$ cat src/ttmd_defines.svh
`ifndef TTMD_DEFINES_SVH
`define TTMD_DEFINES_SVH
// Summary of operation
// - Every instruction word has one move slot per bus, driving only that bus.
// - A unit starts an operation only when an operand lands on its trigger port.
// - Unit ports are registers, so results bypass straight between units.
// - A short-immediate move takes its value from the slot source field.
// - The instruction template marks each slot as a move or a long-constant piece.
// - A slot carrying a long-constant piece moves nothing on its bus.
// - The decoder assembles the long constant into the immediate register named by the header index field.
// - The immediate unit is read-only to the datapath; only the decoder writes it.
// - Each operand is bound to one fixed unit port, addressed by moves.
// - A single-operand operation arrives on the trigger port and starts there.
// - Units have NI inputs and NO outputs, at most 4 each through the 2-bit port field; the model unit has a one-cycle depth.
// - Narrow operand ports may be narrower than the data width.

// ----------------------------------------
// Slot layout
// ----------------------------------------
`define TTMD_SLOT_W 16
`define TTMD_SRC_W 7
`define TTMD_DST_W 8
`define TTMD_UNIT_W 3
`define TTMD_PORT_W 2
`define TTMD_OPC_W 3
`define TTMD_SRC_UNIT_POS 4
`define TTMD_SRC_PORT_POS 2

// ----------------------------------------
// Instruction header above the slots
// ----------------------------------------
`define TTMD_TMPL_W 2
`define TTMD_IUIDX_W 2
`define TTMD_HDR_W 4

// ----------------------------------------
// Port roles and unit codes
// ----------------------------------------
`define TTMD_TRIG_PORT 0
`define TTMD_NARROW_PORT 1
`define TTMD_IMM_UNIT 3'h7
`define TTMD_RST_DATA 32'h0000_0000
`endif

$ cat src/ttmd_pkg.sv
package ttmd_pkg;
`include "ttmd_defines.svh"

	typedef struct packed {
		logic [`TTMD_UNIT_W-1:0] unit;
		logic [`TTMD_PORT_W-1:0] port;
		logic [`TTMD_OPC_W-1:0] opc;
	} ttmd_dst_t;

	typedef struct packed {
		logic imm;
		logic [`TTMD_SRC_W-1:0] src;
		ttmd_dst_t dst;
	} ttmd_slot_t;
endpackage

$ cat src/ttmd_decoder.sv
`timescale 1ns/1ps
`include "ttmd_defines.svh"
module ttmd_decoder import ttmd_pkg::*; #(
	parameter int NB = 3,
	parameter int NU = 4,
	parameter int NI = 3,
	parameter int NO = 2,
	parameter int DW = 32,
	parameter int NARROW_W = 16
) (
	input wire logic mclk_i,
	input wire logic sys_rst_i,
	input wire logic instr_valid_i,
	input wire logic [`TTMD_HDR_W+NB*`TTMD_SLOT_W-1:0] instr_i,
	input wire logic [NU-1:0][NO-1:0][DW-1:0] fu_out_i,
	output logic [NB-1:0] bus_act_o,
	output logic [NB-1:0][DW-1:0] bus_data_o,
	output logic [NU-1:0][NI-1:0][DW-1:0] op_o,
	output logic [NU-1:0] trig_o,
	output logic [NU-1:0][`TTMD_OPC_W-1:0] opc_o
);
	localparam int IW = `TTMD_HDR_W + NB * `TTMD_SLOT_W;
	localparam int IU_N = 1 << `TTMD_IUIDX_W;
	localparam int SW = `TTMD_SLOT_W;

	// ----------------------------------------
	// Instruction split
	// ----------------------------------------
	logic [`TTMD_TMPL_W-1:0] tmpl;
	logic [`TTMD_IUIDX_W-1:0] iu_idx;
	ttmd_slot_t [NB-1:0] slot;
	logic [NB-1:0] limm_mask;
	logic [NB-1:0] mv_en;
	logic limm_ld;
	logic [DW-1:0] limm_val;
	logic [NB*SW-1:0] limm_acc;
	logic [NB-1:0][DW-1:0] bus_val;
	logic [NU-1:0][NI-1:0] hit;
	logic [NU-1:0][NI-1:0][DW-1:0] hit_val;
	logic [NU-1:0] trig_hit;
	logic [NU-1:0][`TTMD_OPC_W-1:0] trig_opc;

	logic [NB-1:0] bus_act_reg;
	logic [NB-1:0][DW-1:0] bus_data_reg;
	logic [NU-1:0][NI-1:0][DW-1:0] op_reg;
	logic [NU-1:0] trig_reg;
	logic [NU-1:0][`TTMD_OPC_W-1:0] opc_reg;
	logic [IU_N-1:0][DW-1:0] limm_reg;

	assign tmpl = instr_i[IW-1 -: `TTMD_TMPL_W];
	assign iu_idx = instr_i[IW-`TTMD_TMPL_W-1 -: `TTMD_IUIDX_W];
	assign slot = instr_i[NB*SW-1:0];

	// ----------------------------------------
	// Helpers
	// ----------------------------------------
	// Template t hands the top t slots to the long constant
	function automatic logic [NB-1:0] tmpl_mask(input logic [`TTMD_TMPL_W-1:0] t);
		logic [NB-1:0] m;
		m = '0;
		for (int b = 0; b < NB; b++) begin
			m[b] = (b >= NB - int'(t));
		end
		return m;
	endfunction

	function automatic logic [DW-1:0] sext_short(input logic [`TTMD_SRC_W-1:0] s);
		return {{(DW-`TTMD_SRC_W){s[`TTMD_SRC_W-1]}}, s};
	endfunction

	// Out-of-range sources read zero rather than wrapping onto another unit
	function automatic logic [DW-1:0] read_src(input logic [`TTMD_SRC_W-1:0] s);
		logic [`TTMD_UNIT_W-1:0] u;
		logic [`TTMD_PORT_W-1:0] p;
		u = s[`TTMD_SRC_UNIT_POS +: `TTMD_UNIT_W];
		p = s[`TTMD_SRC_PORT_POS +: `TTMD_PORT_W];
		if (u == `TTMD_IMM_UNIT) begin
			return limm_reg[p];
		end else if (int'(u) < NU && int'(p) < NO) begin
			return fu_out_i[u][p];
		end else begin
			return '0;
		end
	endfunction

	// Narrow port keeps only its low bits; upper flops stay zero
	function automatic logic [DW-1:0] port_fit(input int p, input logic [DW-1:0] v);
		if (p == `TTMD_NARROW_PORT) begin
			return {{(DW-NARROW_W){1'b0}}, v[NARROW_W-1:0]};
		end
		return v;
	endfunction

	// ----------------------------------------
	// Template and long constant
	// ----------------------------------------
	assign limm_mask = tmpl_mask(tmpl);
	assign mv_en = {NB{instr_valid_i}} & ~limm_mask;
	assign limm_ld = instr_valid_i & (|limm_mask);

	// Pieces pack low slot first into consecutive fields
	always_comb begin
		int k;
		k = 0;
		limm_acc = '0;
		for (int b = 0; b < NB; b++) begin
			if (limm_mask[b]) begin
				limm_acc[k*SW +: SW] = slot[b];
				k++;
			end
		end
		limm_val = DW'(limm_acc);
	end

	// ----------------------------------------
	// Bus sources
	// ----------------------------------------
	always_comb begin
		for (int b = 0; b < NB; b++) begin
			if (slot[b].imm) begin
				bus_val[b] = sext_short(slot[b].src);
			end else begin
				bus_val[b] = read_src(slot[b].src);
			end
		end
	end

	// ----------------------------------------
	// Destination decode
	// ----------------------------------------
	// Two buses aiming at one port is a scheduling fault; the higher bus wins
	always_comb begin
		for (int u = 0; u < NU; u++) begin
			trig_opc[u] = '0;
			for (int p = 0; p < NI; p++) begin
				hit[u][p] = 1'b0;
				hit_val[u][p] = '0;
				for (int b = 0; b < NB; b++) begin
					if (mv_en[b] && slot[b].dst.unit == `TTMD_UNIT_W'(u)
						&& slot[b].dst.port == `TTMD_PORT_W'(p)) begin
						hit[u][p] = 1'b1;
						hit_val[u][p] = port_fit(p, bus_val[b]);
						if (p == `TTMD_TRIG_PORT) begin
							trig_opc[u] = slot[b].dst.opc;
						end
					end
				end
			end
			trig_hit[u] = hit[u][`TTMD_TRIG_PORT];
		end
	end

	// ----------------------------------------
	// Bus transport
	// ----------------------------------------
	always_ff @(posedge mclk_i) begin
		if (sys_rst_i) begin
			bus_act_reg <= '0;
			bus_data_reg <= '0;
		end else begin
			bus_act_reg <= mv_en;
			bus_data_reg <= bus_val;
		end
	end

	// ----------------------------------------
	// Unit input port registers
	// ----------------------------------------
	always_ff @(posedge mclk_i) begin
		if (sys_rst_i) begin
			op_reg <= '0;
		end else begin
			for (int u = 0; u < NU; u++) begin
				for (int p = 0; p < NI; p++) begin
					if (hit[u][p]) begin
						op_reg[u][p] <= hit_val[u][p];
					end
				end
			end
		end
	end

	// ----------------------------------------
	// Triggers
	// ----------------------------------------
	// The pulse aligns with the trigger operand appearing at the port
	always_ff @(posedge mclk_i) begin
		if (sys_rst_i) begin
			trig_reg <= '0;
			opc_reg <= '0;
		end else begin
			trig_reg <= trig_hit;
			for (int u = 0; u < NU; u++) begin
				if (trig_hit[u]) begin
					opc_reg[u] <= trig_opc[u];
				end
			end
		end
	end

	// ----------------------------------------
	// Immediate unit
	// ----------------------------------------
	// No bus path writes here, so the datapath sees it read-only
	always_ff @(posedge mclk_i) begin
		if (sys_rst_i) begin
			limm_reg <= {IU_N{`TTMD_RST_DATA}};
		end else if (limm_ld) begin
			limm_reg[iu_idx] <= limm_val;
		end
	end

	assign bus_act_o = bus_act_reg;
	assign bus_data_o = bus_data_reg;
	assign op_o = op_reg;
	assign trig_o = trig_reg;
	assign opc_o = opc_reg;

	// ----------------------------------------
	// Assertions
	// ----------------------------------------
	property p_bus_move;
		@(posedge mclk_i) disable iff (sys_rst_i)
		instr_valid_i && !limm_mask[0] |=> bus_act_o[0] && bus_data_o[0] == $past(bus_val[0]);
	endproperty
	a_bus_move: assert property (p_bus_move) else $error("bus 0 move lost");

	property p_trig_cause;
		@(posedge mclk_i) disable iff (sys_rst_i)
		trig_o[0] |-> $past(instr_valid_i) && $past(hit[0][`TTMD_TRIG_PORT]);
	endproperty
	a_trig_cause: assert property (p_trig_cause) else $error("trigger without move");

	property p_short;
		@(posedge mclk_i) disable iff (sys_rst_i)
		instr_valid_i && !limm_mask[0] && slot[0].imm
		|=> bus_data_o[0] == sext_short($past(slot[0].src));
	endproperty
	a_short: assert property (p_short) else $error("short immediate wrong");

	property p_limm_idle;
		@(posedge mclk_i) disable iff (sys_rst_i)
		instr_valid_i && tmpl != '0 |=> !bus_act_o[NB-1];
	endproperty
	a_limm_idle: assert property (p_limm_idle) else $error("constant slot moved");

	property p_limm_write;
		@(posedge mclk_i) disable iff (sys_rst_i)
		limm_ld |=> limm_reg[$past(iu_idx)] == $past(limm_val);
	endproperty
	a_limm_write: assert property (p_limm_write) else $error("long constant not stored");

	property p_limm_hold;
		@(posedge mclk_i) disable iff (sys_rst_i)
		!limm_ld |=> $stable(limm_reg);
	endproperty
	a_limm_hold: assert property (p_limm_hold) else $error("immediate unit changed");

	property p_bind;
		@(posedge mclk_i) disable iff (sys_rst_i)
		!(|hit[0]) |=> $stable(op_o[0]);
	endproperty
	a_bind: assert property (p_bind) else $error("unaddressed port changed");

	property p_narrow;
		@(posedge mclk_i) disable iff (sys_rst_i)
		op_o[0][`TTMD_NARROW_PORT][DW-1:NARROW_W] == '0;
	endproperty
	a_narrow: assert property (p_narrow) else $error("narrow port upper bits set");

	property p_opc;
		@(posedge mclk_i) disable iff (sys_rst_i)
		trig_hit[0] |=> trig_o[0] && opc_o[0] == $past(trig_opc[0]);
	endproperty
	a_opc: assert property (p_opc) else $error("selector not delivered");

	property p_idle_bus;
		@(posedge mclk_i) disable iff (sys_rst_i)
		!instr_valid_i |=> bus_act_o == '0;
	endproperty
	a_idle_bus: assert property (p_idle_bus) else $error("bus moved while idle");

	property p_idle_trig;
		@(posedge mclk_i) disable iff (sys_rst_i)
		!instr_valid_i |=> trig_o == '0;
	endproperty
	a_idle_trig: assert property (p_idle_trig) else $error("trigger while idle");

	property p_port_reg;
		@(posedge mclk_i) disable iff (sys_rst_i)
		hit[0][`TTMD_TRIG_PORT]
		|=> op_o[0][`TTMD_TRIG_PORT] == $past(hit_val[0][`TTMD_TRIG_PORT]);
	endproperty
	a_port_reg: assert property (p_port_reg) else $error("port register not loaded");

	property p_all_moves;
		@(posedge mclk_i) disable iff (sys_rst_i)
		instr_valid_i && tmpl == '0 |=> &bus_act_o;
	endproperty
	a_all_moves: assert property (p_all_moves) else $error("move slot lost");

	property p_all_const;
		@(posedge mclk_i) disable iff (sys_rst_i)
		instr_valid_i && int'(tmpl) >= NB |=> bus_act_o == '0;
	endproperty
	a_all_const: assert property (p_all_const) else $error("constant slots moved");

	property p_opc_hold;
		@(posedge mclk_i) disable iff (sys_rst_i)
		!trig_hit[0] |=> $stable(opc_o[0]);
	endproperty
	a_opc_hold: assert property (p_opc_hold) else $error("selector changed alone");
endmodule // ttmd_decoder

$ cat config.mk
export PLATFORM = sky130hd
export DESIGN_NAME = ttmd_decoder
export DESIGN_NICKNAME = d
export VERILOG_FILES = /design/src/ttmd_pkg.sv /design/src/ttmd_decoder.sv
export VERILOG_INCLUDE_DIRS = /design/src
export SDC_FILE = /design/constraint.sdc
export NUM_CORES = 2
export LEC_CHECK = 0
export BUFFER_PORTS_ARGS = -buffer_cell sky130_fd_sc_hd__clkbuf_2
export CAP_MARGIN = 15
export CORE_AREA = 3 3 375 377
export DETAILED_ROUTE_END_ITERATION = 8
export DIE_AREA = 0 0 378 380
export PLACE_DENSITY = 0.52
export SYNTH_ARGS = -nofsm -noshare
export SYNTH_HDL_FRONTEND = slang
export SYNTH_SLANG_ARGS = --single-unit
$ cat constraint.sdc
create_clock -name mclk_i -period 2.35 [get_ports mclk_i]
set_clock_uncertainty 0.15 [all_clocks]
set_input_delay 0.235 -clock mclk_i [delete_from_list [all_inputs] [get_ports mclk_i]]
set_output_delay 0.235 -clock mclk_i [all_outputs]
set_load 0.05 [all_outputs]
==> impl_results.md <==
* Total placed cells including tap cells at 6859
* Clock sinks at 563
* Maximum vdd drop at 0.000463 V
* Placed wire-length estimate at 168000 um
* Flip-flop count of the largest register after layout at 320
* Power per unit of standard cell area at 588 mW/mm^2
* All-Layer GR Usage at 28.2%
* Data arrival at the endpoint of the critical path at 2.77 ns
* Final cell count without fillers at 7050
* Critical path data required time at 2.77 ns
* Antenna violations before repair at 25
* Type of the most critical hold path: input port to register
* Startpoint class of the critical path: register
* Vertical die dimension at 380 um
* First-pass detailed-route iteration total at 6
* Number of buffers on the longest clock path at 3
* WL/cell at 30.1 um
* Vias after detailed routing at 40000
* Clock Root Buffer: sky130_fd_sc_hd__clkbuf_16
* Setup-violating endpoint count in the final report at 0
* Total power of the final layout at 29300 uW
* Ratio of final minimum period to clock period at 99.9%
* Die X at 378 um
* Minimum clock period at 2.35 ns
* Area growth from synthesis to final layout at 44.9%
* Largest stage delay on the critical path at 0.46 ns
* Portion of the post-synthesis area used by sequential elements at 32.8%
* CTS tree: built
* Leading cell types in the layout, fill and taps excluded: sky130_fd_sc_hd__clkbuf_2, sky130_fd_sc_hd__nor2_1, sky130_fd_sc_hd__buf_4
* Total clock buffers created by CTS at 74
* Detailed Route WL at 212000 um
* Via count normalized by instance count at 5.68
* Max-Slew Margin vs Limit at 33.4%
* Crit path max-delay cell type: sky130_fd_sc_hd__mux4_2
* GRT overflow at 0
* Share of final-layout standard cells stronger than drive strength 1 at 36.7%
* Count of synthesis-stage warnings from yosys at 0
* Number of nets in the finished design at 5494
* Number of unique standard cell types used by synthesis at 71
* Number of synthesized flops with an enable pin at 0
* Mean Syn Cell Area at 8.66 um^2
* Cell Area, Placed at 0.0466 mm^2
* Final Instance Area at 0.0498 mm^2
* Pin count of the biggest net entering global routing at 106
* Cell occurring most often along the worst timing path: sky130_fd_sc_hd__buf_4
* DRT antenna net count at 0
* Smallest hold slack at 0.0448 ns
* Classification of the worst setup path: register to register
* Iteration-0 DRC count of the detailed router at 4466
* Fraction of synthesis flops using an asynchronous set or reset pin at 0%
* First-pass GRT wire length at 295000 um
* Maximum fanout along the worst path at 8
* Synth Flop Type: sky130_fd_sc_hd__dfxtp_1
* Starting utilization of the core area at 25.0%
* # H-tree levels at 3
* Final-report hold violation count at 0
* Total DRC errors in the routed layout at 0
* Final weighted congestion in routability-driven placement at 0.966
* Worst Max-Slew Pin Slew at 0.996 ns
* Most common cell after layout, fill and taps aside: sky130_fd_sc_hd__clkbuf_2
* Number of top-level design ports at 810
* Worst-path clk slew at 0.06 ns
* Total of flip-flops plus latches after synthesis at 563
* Final core utilization at 36.2%
* Number of global-route vias before repair at 38200
* Clock latency of the later-clocked register in the worst-skew pair at 0.70 ns
* Syn Std Cell Area at 0.0344 mm^2
* Synthesized netlist cell count at 3971
* Final slew viol count at 0
* Placement Rows at 136
* Number of max-capacitance violations reported at 0
* Placeable Area at 0.137 mm^2
* Highest achievable clock rate at 426 MHz
* Die area at 0.144 mm^2
* Static leakage power at 0.0209 uW
* Number of port buffers at 745
* Cell-by-cell trace of the critical path: buf_4 -> mux4_2 -> a21oi_1 -> buf_4 -> and2_1 -> buf_12 -> buf_4 -> a221oi_1
* Result of the run: finished clean
* Crit path capture type: register
-- synth_stat cells, types with 5 or more instances --
cell                        instances  area [um^2]
sky130_fd_sc_hd__nor2_1           693         2600
sky130_fd_sc_hd__dfxtp_1          563        11300
sky130_fd_sc_hd__mux2i_1          275         2750
sky130_fd_sc_hd__clkbuf_1         251          942
sky130_fd_sc_hd__a21oi_1          222         1110
sky130_fd_sc_hd__o22ai_1          221         1380
sky130_fd_sc_hd__a211oi_1         214         1610
sky130_fd_sc_hd__nand2_1          167          627
sky130_fd_sc_hd__mux4_2           158         3560
sky130_fd_sc_hd__a22oi_1          127          953
sky130_fd_sc_hd__buf_2            119          596
sky130_fd_sc_hd__nor3_1           111          556
sky130_fd_sc_hd__a2111oi_0         96          841
sky130_fd_sc_hd__buf_4             95          713
sky130_fd_sc_hd__o21ai_0           82          410
sky130_fd_sc_hd__nand3_1           70          350
sky130_fd_sc_hd__a31oi_1           46          288
sky130_fd_sc_hd__a21o_1            41          308
sky130_fd_sc_hd__a221oi_1          40          350
sky130_fd_sc_hd__mux2_2            33          372
sky130_fd_sc_hd__a2bb2oi_1         31          272
sky130_fd_sc_hd__nor2b_1           31          194
sky130_fd_sc_hd__o221ai_1          26          228
sky130_fd_sc_hd__a311oi_1          20          175
sky130_fd_sc_hd__buf_1             20         75.1
sky130_fd_sc_hd__a221o_1           17          170
sky130_fd_sc_hd__nand2b_1          17          106
sky130_fd_sc_hd__a2111oi_1         15          150
sky130_fd_sc_hd__and3_1            15         93.8
sky130_fd_sc_hd__a22o_1            14          123
sky130_fd_sc_hd__and2_1            10         62.6
sky130_fd_sc_hd__nor3_2            10          100
sky130_fd_sc_hd__o21a_1             9         67.6
sky130_fd_sc_hd__o211a_1            8         80.1
sky130_fd_sc_hd__o211ai_1           7         52.6
sky130_fd_sc_hd__or3_1              7         43.8
sky130_fd_sc_hd__a2111oi_2          6         90.1
sky130_fd_sc_hd__nor4_1             6         37.5
sky130_fd_sc_hd__buf_6              5         56.3
sky130_fd_sc_hd__nand4_1            5         31.3
sky130_fd_sc_hd__o32ai_1            5         43.8
sky130_fd_sc_hd__or2_2              5         31.3
-- path summary, 6_finish.rpt --
kind	to	startpoint	cells past startpoint	slack (ns)
max reg2reg	op_o[294]$_SDFFE_PP0P_	limm_reg[6]$_SDFFE_PP0P_	8	0.002
min	bus_data_o[79]$_SDFF_PP0_	fu_out_i[175]	5	0.04
min reg2reg	opc_o[7]$_SDFFE_PP0P_	opc_o[7]$_SDFFE_PP0P_	2	0.30
max	op_o[294]$_SDFFE_PP0P_	limm_reg[6]$_SDFFE_PP0P_	8	0.002
-- per-layer routing --
layer / track usage (%) / wire length [um] / up-vias
met4: 9.79 / 7700 / 16
met1: 37.3 / 87400 / 19800
met3: 7.76 / 22200 / 351
li1: - / - / 17500
met5: 0 / 105 / -
met2: 44.0 / 95100 / 2341
-- per-stage QoR --
stage	setup TNS, ns	worst slack (ns)
final	0	0.00212
after global placement	-87.47	-0.580
after CTS	0	0.0217
after global routing	-0.0302	-0.0133
after floorplan	0	0.00320
after detailed placement	-89.35	-0.515
-- report_power, final --
group	internal, uW	switching, uW	total [uW]
Clock	7370	5140	12500
Sequential	9810	184	10000
Combinational	2560	4220	6770
Total	19700	9540	29300
-- layout make-up --
type / count / area [um^2]
Clock buffer: 98 / 2060
Timing Repair Buffer: 1565 / 12400
Clock inverter: 36 / 577
Inverter: 7 / 26.3
Sequential cell: 563 / 11300
Antenna cell: 15 / 37.5
Multi-Input combinational cell: 2972 / 21300
Fill cell: 14200 / 87700
Tap cell: 1794 / 2240
-- worst max-delay path: cells and delay by family (launching register included) --
family                 cells  cell delay (ns)
AO/OA/AOI/OAI              2             0.49
buffers and inverters      4             0.62
flip-flops                 1             0.32
multiplexers               1             0.46
AND/OR/NAND/NOR            1             0.17
-- cells by family after synthesis --
| kind of cell | after synthesis | synth area share, % |
|---|---|---|
| DFF | 563 | 32.8 |
| other | 1 | 0.0109 |
| muxes | 466 | 19.4 |
| and+or+nand+nor | 1176 | 14.9 |
| buffers and inverters | 499 | 7.04 |
| AOI/OAI and AO/OA | 1266 | 25.8 |
-- what timing repair did --
item	CTS	global route
setup buffers	0	2
gates resized for setup	4	33
cloned	0	2
pin swaps	0	3
hold endpoints to repair	107	0
endpoints found under the setup margin	12	80
hold buffers	38	0
Power figures use the tool's default switching activity.
